<file path="config.mk">
export PLATFORM = sky130hd
export DESIGN_NAME = pmsr_regs
export DESIGN_NICKNAME = d
export VERILOG_FILES = /design/src/pmsr_pkg.sv /design/src/pmsr_regs.sv /design/src/pmsr_lock_detect.sv
export SDC_FILE = /design/constraint.sdc
export NUM_CORES = 1
export LEC_CHECK = 0
export BUFFER_PORTS_ARGS = -buffer_cell sky130_fd_sc_hd__buf_2
export CAP_MARGIN = 15
export CORE_MARGIN = 2
export CORE_UTILIZATION = 50
export CTS_BUF_LIST = sky130_fd_sc_hd__clkbuf_16
export CTS_CLUSTER_SIZE = 8
export DETAILED_ROUTE_END_ITERATION = 10
export GPL_TIMING_DRIVEN = 0
export PLACE_DENSITY = 0.78
export SYNTH_ARGS = -nofsm -noshare
export SYNTH_HDL_FRONTEND = slang
export SYNTH_SLANG_ARGS = --single-unit
</file>
<file path="constraint.sdc">
create_clock -name core_clk_i -period 3.79 [get_ports core_clk_i]
set_input_delay 0.379 -clock core_clk_i [delete_from_list [all_inputs] [get_ports core_clk_i]]
set_output_delay 0.379 -clock core_clk_i [all_outputs]
set_load 0.005 [all_outputs]
</file>
<file path="src/pmsr_pkg.sv">
// Contract
// RULE1: Pin-two type code 3 push-pull, 4 inverted push-pull, 6 open drain.
// RULE2: Pin-two type field is bits 2:0, resets to 6; 0,1,2,5 reserved.
// RULE3: Loop-2 reference divider on pin two only when pin-one source not 2 or 3.
// RULE4: Software writes fixed byte A with 0xAA; it resets to 0x0A.
// RULE5: Software writes fixed byte B with 0x02; it resets to zero.
// RULE6: Power control bit 6 set powers down the loop-2 prescaler.
// RULE7: Power control bit 5 set powers down the whole second loop.
// RULE8: Software writes 21 into oscillator trim A at 0x17C.
// RULE9: Software writes 51 into oscillator trim B at 0x17D.
// RULE10: Both trim bytes are written before 0x168 when the high band is used.
// RULE11: Loop-1 lock-lost flag, bit 2, sets on a falling lock detect edge.
// RULE12: Loop-1 flag cleared while detect is low waits for a later fall.
// RULE13: Loop-1 status bit 1 reads the live loop-1 lock detect level.
// RULE14: Software clears the loop-1 flag by writing bit 0 one then zero.
// RULE15: Loop-1 clear bit at one forces the flag low; zero arms it.
// RULE16: Loop-2 lock-lost flag, bit 2, sets on a falling lock detect edge.
// RULE17: Loop-2 flag cleared while detect is low waits for a later fall.
// RULE18: Loop-2 status bit 1 reads the live loop-2 lock detect level.
// RULE19: Loop-2 clear bit 0 written one then zero; at one flag held low.
// RULE20: Lock detect asserts after count in-window cycles; excursion resets count.
// RULE21: Reserved status and power control bits read zero and ignore writes.
package pmsr_pkg;
   localparam int unsigned PMSR_AW = 13;
   localparam logic [12:0] PMSR_OFS_PIN_ONE = 13'h016C;
   localparam logic [12:0] PMSR_OFS_PIN_TWO = 13'h016E;
   localparam logic [12:0] PMSR_OFS_FIXED_A = 13'h0171;
   localparam logic [12:0] PMSR_OFS_FIXED_B = 13'h0172;
   localparam logic [12:0] PMSR_OFS_PWR = 13'h0173;
   localparam logic [12:0] PMSR_OFS_TRIM_A = 13'h017C;
   localparam logic [12:0] PMSR_OFS_TRIM_B = 13'h017D;
   localparam logic [12:0] PMSR_OFS_LOOP1_ST = 13'h0182;
   localparam logic [12:0] PMSR_OFS_LOOP2_ST = 13'h0183;
   localparam int unsigned PMSR_TYPE_LSB = 0;
   localparam int unsigned PMSR_SRC_LSB = 3;
   localparam int unsigned PMSR_PRE_PD_BIT = 6;
   localparam int unsigned PMSR_PD_BIT = 5;
   localparam int unsigned PMSR_LOST_BIT = 2;
   localparam int unsigned PMSR_LEVEL_BIT = 1;
   localparam int unsigned PMSR_CLR_BIT = 0;
   localparam logic [2:0] PMSR_TYPE_RST = 3'h6;
   localparam logic [4:0] PMSR_SRC_RST = 5'h00;
   localparam logic [7:0] PMSR_FIXED_A_RST = 8'h0A;
   localparam logic [7:0] PMSR_FIXED_B_RST = 8'h00;
   localparam logic [7:0] PMSR_PWR_RST = 8'h00;
   localparam logic [7:0] PMSR_TRIM_RST = 8'h00;
   localparam logic [2:0] PMSR_TYPE_PP = 3'h3;
   localparam logic [2:0] PMSR_TYPE_PP_INV = 3'h4;
   localparam logic [2:0] PMSR_TYPE_OD = 3'h6;
   localparam logic [4:0] PMSR_SRC_LOW = 5'h00;
   localparam logic [4:0] PMSR_SRC_LOOP1 = 5'h01;
   localparam logic [4:0] PMSR_SRC_LOOP2 = 5'h02;
   localparam logic [4:0] PMSR_SRC_BOTH = 5'h03;
   localparam logic [4:0] PMSR_SRC_REFDIV = 5'h11;
   localparam logic [4:0] PMSR_SRC_REFDIV_HALF = 5'h12;
   localparam int unsigned PMSR_CNT_W = 14;
endpackage

</file>
<file path="src/pmsr_regs.sv">
`timescale 1ns/1ps
module pmsr_regs
   import pmsr_pkg::*;
#(
   parameter int unsigned CNT_W = PMSR_CNT_W
)
(
   input wire logic core_clk_i,
   input wire logic sys_rst_i,
   input wire logic [PMSR_AW-1:0] reg_addr_i,
   input wire logic reg_wr_i,
   input wire logic [7:0] reg_wdata_i,
   input wire logic reg_rd_i,
   output logic [7:0] reg_rdata_o,
   output logic reg_rvalid_o,
   input wire logic loop1_pd_cycle_i,
   input wire logic loop1_in_window_i,
   input wire logic [CNT_W-1:0] loop1_lock_count_i,
   input wire logic loop2_pd_cycle_i,
   input wire logic loop2_in_window_i,
   input wire logic [CNT_W-1:0] loop2_lock_count_i,
   input wire logic loop2_reference_divider_i,
   output logic lock_status_pin_two_o,
   output logic lock_status_pin_two_oe_n_o,
   output logic loop2_powerdown_o,
   output logic loop2_prescaler_powerdown_o,
   output logic [7:0] fixed_config_a_o,
   output logic [7:0] fixed_config_b_o,
   output logic [7:0] oscillator_trim_a_o,
   output logic [7:0] oscillator_trim_b_o,
   output logic [1:0] lock_lost_o
);
   logic [4:0] lock_pin_one_source_select_ff;
   logic [4:0] lock_pin_two_source_select_ff;
   logic [2:0] lock_pin_two_io_type_ff;
   logic [7:0] fixed_config_a_ff;
   logic [7:0] fixed_config_b_ff;
   logic loop2_powerdown_ff;
   logic loop2_prescaler_powerdown_ff;
   logic [7:0] oscillator_trim_a_ff;
   logic [7:0] oscillator_trim_b_ff;
   logic [1:0] lost_clear_ff;
   logic [1:0] lock_lost_flag_ff;
   logic [1:0] lock_level_prev_ff;
   logic [1:0] lock_level;
   logic [7:0] rdata_ff;
   logic rvalid_ff;
   logic [7:0] nxt_rdata;
   logic refdiv_prev_ff;
   logic refdiv_half_ff;
   logic pin_level;
   logic nxt_pin_out;
   logic nxt_pin_oe_n;
   logic pin_out_ff;
   logic pin_oe_n_ff;
   logic refdiv_allowed;
   logic wr_pin_one;
   logic wr_pin_two;
   logic wr_fixed_a;
   logic wr_fixed_b;
   logic wr_pwr;
   logic wr_trim_a;
   logic wr_trim_b;
   logic [1:0] wr_status;

   if (CNT_W < 1 || CNT_W > 24)
   begin : g_cnt_w_check
      $error("lock count width out of range");
   end

   // Write strobes per register
   assign wr_pin_one = reg_wr_i && (reg_addr_i == PMSR_OFS_PIN_ONE);
   assign wr_pin_two = reg_wr_i && (reg_addr_i == PMSR_OFS_PIN_TWO);
   assign wr_fixed_a = reg_wr_i && (reg_addr_i == PMSR_OFS_FIXED_A);
   assign wr_fixed_b = reg_wr_i && (reg_addr_i == PMSR_OFS_FIXED_B);
   assign wr_pwr = reg_wr_i && (reg_addr_i == PMSR_OFS_PWR);
   assign wr_trim_a = reg_wr_i && (reg_addr_i == PMSR_OFS_TRIM_A);
   assign wr_trim_b = reg_wr_i && (reg_addr_i == PMSR_OFS_TRIM_B);
   assign wr_status[0] = reg_wr_i && (reg_addr_i == PMSR_OFS_LOOP1_ST);
   assign wr_status[1] = reg_wr_i && (reg_addr_i == PMSR_OFS_LOOP2_ST);

   // Lock pin source selects
   always_ff @(posedge core_clk_i or posedge sys_rst_i)
   begin
      if (sys_rst_i)
      begin
         lock_pin_one_source_select_ff <= PMSR_SRC_RST;
         lock_pin_two_source_select_ff <= PMSR_SRC_RST;
         lock_pin_two_io_type_ff <= PMSR_TYPE_RST; // RULE2
      end
      else
      begin
         if (wr_pin_one)
         begin
            lock_pin_one_source_select_ff <= reg_wdata_i[PMSR_SRC_LSB +: 5];
         end
         if (wr_pin_two)
         begin
            lock_pin_two_source_select_ff <= reg_wdata_i[PMSR_SRC_LSB +: 5];
            lock_pin_two_io_type_ff <= reg_wdata_i[PMSR_TYPE_LSB +: 3]; // RULE2
         end
      end
   end

   // Fixed configuration bytes
   always_ff @(posedge core_clk_i or posedge sys_rst_i)
   begin
      if (sys_rst_i)
      begin
         fixed_config_a_ff <= PMSR_FIXED_A_RST; // RULE4
         fixed_config_b_ff <= PMSR_FIXED_B_RST; // RULE5
      end
      else
      begin
         if (wr_fixed_a)
         begin
            fixed_config_a_ff <= reg_wdata_i;
         end
         if (wr_fixed_b)
         begin
            fixed_config_b_ff <= reg_wdata_i;
         end
      end
   end

   // Loop-2 power control, reserved bits dropped
   always_ff @(posedge core_clk_i or posedge sys_rst_i)
   begin
      if (sys_rst_i)
      begin
         loop2_prescaler_powerdown_ff <= PMSR_PWR_RST[PMSR_PRE_PD_BIT];
         loop2_powerdown_ff <= PMSR_PWR_RST[PMSR_PD_BIT];
      end
      else if (wr_pwr)
      begin
         loop2_prescaler_powerdown_ff <= reg_wdata_i[PMSR_PRE_PD_BIT]; // RULE6
         loop2_powerdown_ff <= reg_wdata_i[PMSR_PD_BIT]; // RULE7 RULE21
      end
   end

   // Oscillator trim bytes
   always_ff @(posedge core_clk_i or posedge sys_rst_i)
   begin
      if (sys_rst_i)
      begin
         oscillator_trim_a_ff <= PMSR_TRIM_RST;
         oscillator_trim_b_ff <= PMSR_TRIM_RST;
      end
      else
      begin
         if (wr_trim_a)
         begin
            oscillator_trim_a_ff <= reg_wdata_i; // RULE8
         end
         if (wr_trim_b)
         begin
            oscillator_trim_b_ff <= reg_wdata_i; // RULE9
         end
      end
   end

   // Per-loop lock detect, clear control and sticky lost flag
   for (genvar g = 0; g < 2; g++)
   begin : g_loop
      pmsr_lock_detect #(
         .CNT_W(CNT_W)
      ) u_detect (
         .core_clk_i(core_clk_i),
         .sys_rst_i(sys_rst_i),
         .pd_cycle_i((g == 0) ? loop1_pd_cycle_i : loop2_pd_cycle_i),
         .in_window_i((g == 0) ? loop1_in_window_i : loop2_in_window_i),
         .lock_count_i((g == 0) ? loop1_lock_count_i : loop2_lock_count_i),
         .lock_o(lock_level[g])
      );

      always_ff @(posedge core_clk_i or posedge sys_rst_i)
      begin
         if (sys_rst_i)
         begin
            lost_clear_ff[g] <= 1'b0;
         end
         else if (wr_status[g])
         begin
            lost_clear_ff[g] <= reg_wdata_i[PMSR_CLR_BIT]; // RULE14 RULE19
         end
      end

      always_ff @(posedge core_clk_i or posedge sys_rst_i)
      begin
         if (sys_rst_i)
         begin
            lock_level_prev_ff[g] <= 1'b0;
         end
         else
         begin
            lock_level_prev_ff[g] <= lock_level[g];
         end
      end

      // Clear holds the flag low; only a true falling edge sets it
      always_ff @(posedge core_clk_i or posedge sys_rst_i)
      begin
         if (sys_rst_i)
         begin
            lock_lost_flag_ff[g] <= 1'b0;
         end
         else if (lost_clear_ff[g])
         begin
            lock_lost_flag_ff[g] <= 1'b0; // RULE15 RULE19
         end
         else if (lock_level_prev_ff[g] && !lock_level[g])
         begin
            lock_lost_flag_ff[g] <= 1'b1; // RULE11 RULE12 RULE16 RULE17
         end
      end
   end

   // Divided reference for the pin-two half-rate source
   always_ff @(posedge core_clk_i or posedge sys_rst_i)
   begin
      if (sys_rst_i)
      begin
         refdiv_prev_ff <= 1'b0;
         refdiv_half_ff <= 1'b0;
      end
      else
      begin
         refdiv_prev_ff <= loop2_reference_divider_i;
         if (loop2_reference_divider_i && !refdiv_prev_ff)
         begin
            refdiv_half_ff <= !refdiv_half_ff;
         end
      end
   end

   assign refdiv_allowed = (lock_pin_one_source_select_ff != PMSR_SRC_LOOP2)
      && (lock_pin_one_source_select_ff != PMSR_SRC_BOTH); // RULE3

   // Pin-two level source
   always_comb
   begin
      case (lock_pin_two_source_select_ff)
         PMSR_SRC_LOOP1: pin_level = lock_level[0];
         PMSR_SRC_LOOP2: pin_level = lock_level[1];
         PMSR_SRC_BOTH: pin_level = lock_level[0] & lock_level[1];
         PMSR_SRC_REFDIV: pin_level = refdiv_allowed & loop2_reference_divider_i; // RULE3
         PMSR_SRC_REFDIV_HALF: pin_level = refdiv_allowed & refdiv_half_ff; // RULE3
         default: pin_level = 1'b0;
      endcase
   end

   // Pin-two drive type; reserved codes leave the pin released
   always_comb
   begin
      case (lock_pin_two_io_type_ff)
         PMSR_TYPE_PP:
         begin
            nxt_pin_out = pin_level; // RULE1
            nxt_pin_oe_n = 1'b0;
         end
         PMSR_TYPE_PP_INV:
         begin
            nxt_pin_out = !pin_level; // RULE1
            nxt_pin_oe_n = 1'b0;
         end
         PMSR_TYPE_OD:
         begin
            nxt_pin_out = 1'b0; // RULE1
            nxt_pin_oe_n = pin_level;
         end
         default:
         begin
            nxt_pin_out = 1'b0;
            nxt_pin_oe_n = 1'b1;
         end
      endcase
   end

   always_ff @(posedge core_clk_i or posedge sys_rst_i)
   begin
      if (sys_rst_i)
      begin
         pin_out_ff <= 1'b0;
         pin_oe_n_ff <= 1'b1;
      end
      else
      begin
         pin_out_ff <= nxt_pin_out;
         pin_oe_n_ff <= nxt_pin_oe_n;
      end
   end

   // Read decode; unmapped reads return zero
   always_comb
   begin
      nxt_rdata = 8'h00;
      if (reg_addr_i == PMSR_OFS_PIN_ONE)
      begin
         nxt_rdata[PMSR_SRC_LSB +: 5] = lock_pin_one_source_select_ff;
      end
      else if (reg_addr_i == PMSR_OFS_PIN_TWO)
      begin
         nxt_rdata[PMSR_SRC_LSB +: 5] = lock_pin_two_source_select_ff;
         nxt_rdata[PMSR_TYPE_LSB +: 3] = lock_pin_two_io_type_ff;
      end
      else if (reg_addr_i == PMSR_OFS_FIXED_A)
      begin
         nxt_rdata = fixed_config_a_ff;
      end
      else if (reg_addr_i == PMSR_OFS_FIXED_B)
      begin
         nxt_rdata = fixed_config_b_ff;
      end
      else if (reg_addr_i == PMSR_OFS_PWR)
      begin
         nxt_rdata[PMSR_PRE_PD_BIT] = loop2_prescaler_powerdown_ff; // RULE21
         nxt_rdata[PMSR_PD_BIT] = loop2_powerdown_ff;
      end
      else if (reg_addr_i == PMSR_OFS_TRIM_A)
      begin
         nxt_rdata = oscillator_trim_a_ff;
      end
      else if (reg_addr_i == PMSR_OFS_TRIM_B)
      begin
         nxt_rdata = oscillator_trim_b_ff;
      end
      else if (reg_addr_i == PMSR_OFS_LOOP1_ST)
      begin
         nxt_rdata[PMSR_LOST_BIT] = lock_lost_flag_ff[0]; // RULE11
         nxt_rdata[PMSR_LEVEL_BIT] = lock_level[0]; // RULE13
         nxt_rdata[PMSR_CLR_BIT] = lost_clear_ff[0];
      end
      else if (reg_addr_i == PMSR_OFS_LOOP2_ST)
      begin
         nxt_rdata[PMSR_LOST_BIT] = lock_lost_flag_ff[1]; // RULE16
         nxt_rdata[PMSR_LEVEL_BIT] = lock_level[1]; // RULE18
         nxt_rdata[PMSR_CLR_BIT] = lost_clear_ff[1];
      end
   end

   always_ff @(posedge core_clk_i or posedge sys_rst_i)
   begin
      if (sys_rst_i)
      begin
         rdata_ff <= 8'h00;
         rvalid_ff <= 1'b0;
      end
      else
      begin
         rvalid_ff <= reg_rd_i;
         if (reg_rd_i)
         begin
            rdata_ff <= nxt_rdata;
         end
      end
   end

   assign reg_rdata_o = rdata_ff;
   assign reg_rvalid_o = rvalid_ff;
   assign lock_status_pin_two_o = pin_out_ff;
   assign lock_status_pin_two_oe_n_o = pin_oe_n_ff;
   assign loop2_powerdown_o = loop2_powerdown_ff;
   assign loop2_prescaler_powerdown_o = loop2_prescaler_powerdown_ff;
   assign fixed_config_a_o = fixed_config_a_ff;
   assign fixed_config_b_o = fixed_config_b_ff;
   assign oscillator_trim_a_o = oscillator_trim_a_ff;
   assign oscillator_trim_b_o = oscillator_trim_b_ff;
   assign lock_lost_o = lock_lost_flag_ff;
endmodule

</file>
<file path="src/pmsr_lock_detect.sv">
`timescale 1ns/1ps
module pmsr_lock_detect
   import pmsr_pkg::*;
#(
   parameter int unsigned CNT_W = PMSR_CNT_W
)
(
   input wire logic core_clk_i,
   input wire logic sys_rst_i,
   input wire logic pd_cycle_i,
   input wire logic in_window_i,
   input wire logic [CNT_W-1:0] lock_count_i,
   output logic lock_o
);
   logic [CNT_W-1:0] run_ff;
   logic lock_ff;

   if (CNT_W < 1 || CNT_W > 24)
   begin : g_cnt_w_check
      $error("lock detect counter width out of range");
   end

   // Consecutive in-window phase detector cycles, cleared on excursion
   always_ff @(posedge core_clk_i or posedge sys_rst_i)
   begin
      if (sys_rst_i)
      begin
         run_ff <= '0;
         lock_ff <= 1'b0;
      end
      else if (pd_cycle_i)
      begin
         if (!in_window_i)
         begin
            run_ff <= '0; // RULE20
            lock_ff <= 1'b0;
         end
         else
         begin
            if (run_ff < lock_count_i)
            begin
               run_ff <= run_ff + 1'b1;
            end
            lock_ff <= (run_ff >= lock_count_i) || ((run_ff + 1'b1) == lock_count_i); // RULE20
         end
      end
   end

   assign lock_o = lock_ff;
endmodule

</file>
==> summary.md <==
| Metric | Value |
|---|---|
| Status | complete, no violations |
| Post-CTS Resized | 0 |
| Final setup viols | 0 |
| Clk slew on worst S/H paths | 0.07 ns |
| Worst-path maximum fanout | 10 |
| Clock Power Share | 0.375 |
| Post-synthesis compound-gate area fraction | 0.169 |
| Critical-path cell list | ha_1, nand4_1, nor4_1, o21ai_1, nand4_1, clkbuf_1, o311ai_1 |
| Initial antenna violation count | 0 |
| Mux cell area share after synthesis | 0.116 |
| Max Cap Viol | 0 |
| Leakage | 3.52 nW |
| Worst-Margin Slew | 0.643 ns |
| Crit path buf inv count | 1 |
| Layout cells sized above 1 | 0.199 |
| CP most frequent cell | nand4_1 |
| Setup TNS | 0 ns |
| Post-route ant nets | 0 |
| First-pass GRT wire length | 27,500 um |
| Pwr dens | 342 mW/mm2 |
| Period utilization | 0.790 |
| Slew Limit Fails | 0 |
| Num CTS Buffers | 9 |
| WS Path Type | reg2reg |
| Gr usage total | 0.264 |
| Synth unique cells | 69 |
| Register share of total power | 0.451 |
| GRT overflow | 0 |
| Critical Path Start Type | flop |
| Setup crit start | g_loop[0].u_detect.run_ff[11]$_DFFE_PP0P_ |
| Clock root buffer | clkbuf_16 |
| H-tree depth | 3 |
| CTS Hold Bufs | 0 |
| Sink Count | 96 |
| Switch Pwr | 0.721 mW |
| Nets | 840 |
| Simple-gate share of the synthesized area | 0.165 |
| First-pass detailed-route iteration total | 5 |
| N_diodes | 0 |
| Warnings from Yosys | 0 |
| CTS tree | done |
| Largest family of logic cells by synthesized area | compound AO/OA/AOI/OAI gates |
| Final core occ | 0.600 |
| Vias in the first global route | 5,523 |
| Overall die width | 115 um |
| Worst hold margin | 0.0956 ns |
| Cell Rows | 40 |
| Setup crit end kind | flop |
| WP data arrival | 3.20 ns |
| Synthesized cell area | 0.00620 mm2 |
| Die Y | 115 um |
| Cell count after synthesis | 641 |
| Vias per inst | 6.10 |
| #FFs+latches synth | 96 |
| Max Clock Freq | 334 MHz |
| Minimum clock period | 2.99 ns |
| WL final | 16,900 um |
| Port bufs | 99 |
| Drt first-iter violations | 542 |
| Final Hold Viols | 0 |
| Hold Crit Class | in2async |
| Synth Area in XOR/XNOR | 0.0480 |
| Placement Cell Area | 0.00694 mm2 |
| Area Growth Syn to Fin | 16.6% |
| Reg2reg start | g_loop[0].u_detect.run_ff[11]$_DFFE_PP0P_ |
| HPWL Detailed | 12,800 um |
| Gate power share | 0.175 |
| Largest delay share family, worst path | simple AND/OR/NAND/NOR gates |
| CORE AREA | 0.0121 mm2 |
| Peak supply drop | 180 uV |
| RSZ-0062 raised after global routing | false |
| Switching share of power | 0.292 |
| Worst-skew pair later-pin latency | 0.35 ns |
| Syn Area/Cell | 9.68 um2 |
| Post-synthesis sequential area ratio | 0.388 |
| Number of synthesized flops with an enable pin | 0 |
| DRC errors left | 0 |
| Ports | 105 |
| CTS max path bufs | 2 |
| Main flop type after synthesis | dfrtp_1 |
| Slowest-stage cell, CP | nor4_1 |
| Routed vias | 5,640 |
| Internal power component | 1.75 mW |
| Synth Area in Adders | 0.0605 |
| Post-route cell area | 0.00723 mm2 |
| Post-CTS Setup Bufs | 0 |
| Async S/R FF share, synth | 1.00 |
| Die ar. | 0.0133 mm2 |
| Wire per inst | 18.3 um |
| Worst EP required | 4.00 ns |
| Post-Route Skew | 0.00512 ns |
| Largest net degree at the start of global routing | 52 |
| Gpl congestion | 0.982 |
| Initial Util | 0.514 |
| Critical path's largest stage delay | 0.57 ns |
| Slew HR | 0.567 |
| Syn nets | 729 |
[sequential cells by signal, summed over array words and instances (netlist names)]
name                           count
g_loop.u_detect.run_ff            28
fixed_config_a_o                   8
fixed_config_b_o                   8
oscillator_trim_a_o                8
oscillator_trim_b_o                8
reg_rdata_o                        8
lock_pin_one_source_select_ff      5
lock_pin_two_source_select_ff      5
lock_pin_two_io_type_ff            3
g_loop.u_detect.lock_o             2
lock_level_prev_ff                 2
lock_lost_o                        2
lost_clear_ff                      2
lock_status_pin_two_o              1
lock_status_pin_two_oe_n_o         1
loop2_powerdown_o                  1
loop2_prescaler_powerdown_o        1
refdiv_half_ff                     1
refdiv_prev_ff                     1
reg_rvalid_o                       1
[layer usage]
metal,track usage,part of all wire
met5,0,0
met3,0.0385,0.065
met4,0.130,0.036
met2,0.443,0.49
met1,0.334,0.41
[power groups by stage]
stage | Sequential [mW] | Clock [mW] | Combinational, mW
2_1_floorplan | 1.12 | 0 | 0.287
3_3_place_gp | 1.13 | 0 | 0.401
3_5_place_dp | 1.13 | 0 | 0.424
4_1_cts | 1.11 | 0.941 | 0.428
5_1_grt | 1.12 | 0.979 | 0.482
6_report | 1.11 | 0.926 | 0.431
[final timing paths]
kind | end | slack, ns | cells past startpoint
worst max register to register | g_loop[0].u_detect.run_ff[11]$_DFFE_PP0P_ | 0.80 | 7
worst min register to register | lock_level_prev_ff[0]$_DFF_PP0_ | 0.43 | 0
min in group core_clk_i | reg_rvalid_o$_DFF_PP0_ | 0.14 | 1
worst min-delay path | g_loop[1].u_detect.run_ff[4]$_DFFE_PP0P_ | 0.1 | 2
worst max-delay path | g_loop[0].u_detect.run_ff[11]$_DFFE_PP0P_ | 0.80 | 7
max in group asynchronous | fixed_config_a_o[3]$_DFFE_PP1P_ | 2.98 | 3
[kinds of logic after synthesis]
group | Yosys count
flip-flops | 96
XOR/XNOR | 34
AND/OR/NAND/NOR | 184
adder cells (fa/ha/maj) | 30
multiplexers | 65
buffers and inverters | 83
AO/OA/AOI/OAI | 149
[final cells by class]
class | instances | area (um2)
Tap cell | 168 | 210
Clock inverter | 7 | 68.8
Timing Repair Buffer | 100 | 523
Multi-Input combinational cell | 462 | 3460
Clock buffer | 9 | 225
Sequential cell | 96 | 2410
Fill cell | 1038 | 4830
Buffer | 32 | 143
Inverter | 51 | 194
[cell usage after synthesis, types with 3 or more instances]
master,n,area [um2]
nand4_1,17,106
nor4b_1,3,26.3
o311ai_1,11,96.3
and3_1,5,31.3
nand2b_1,14,87.6
nor3_1,14,70.1
or4_1,3,22.5
ha_1,30,375
nand3_1,26,130
mux2_1,44,495
and4_1,7,61.3
a21o_1,4,30.0
o22ai_1,8,50.1
o2111ai_1,4,35.0
o21ai_1,9,45.0
nor2_1,27,101
a31oi_1,10,62.6
buf_4,4,30.0
o221ai_1,5,43.8
or3_1,3,18.8
xnor2_1,25,219
a21oi_1,24,120
nand3b_1,5,37.5
dfrtp_1,91,2280
mux2i_1,12,120
buf_2,6,30.0
o21ai_0,13,65.1
o31ai_1,11,82.6
a32oi_1,3,26.3
nand2_1,44,165
a22oi_1,5,37.5
mux2_2,9,101
inv_1,50,188
dfstp_2,5,131
clkbuf_1,22,82.6
a211oi_1,3,22.5
a221oi_1,3,26.3
o211ai_1,13,97.6
a211o_1,3,26.3
xor2_1,9,78.8
[through the flow]
step / power [mW] / instances / worst slack [ns]
2_1_floorplan: 1.41 / 641 / 0.914
3_3_place_gp: 1.53 / 908 / -0.222
3_5_place_dp: 1.56 / 909 / 0.712
4_1_cts: 2.48 / 925 / 0.833
5_1_grt: 2.58 / 925 / 0.571
6_report: 2.47 / 925 / 0.798
[placed cells by master (no fill, tap or decap), types with 17 or more instances in the layout]
master	Yosys	final
a21oi_1	24	24
buf_2	6	105
clkbuf_1	22	22
dfrtp_1	91	91
ha_1	30	30
inv_1	50	50
mux2_1	44	44
nand2_1	44	44
nand3_1	26	26
nand4_1	17	17
nor2_1	27	27
xnor2_1	25	25
Power figures use the tool's default switching activity.
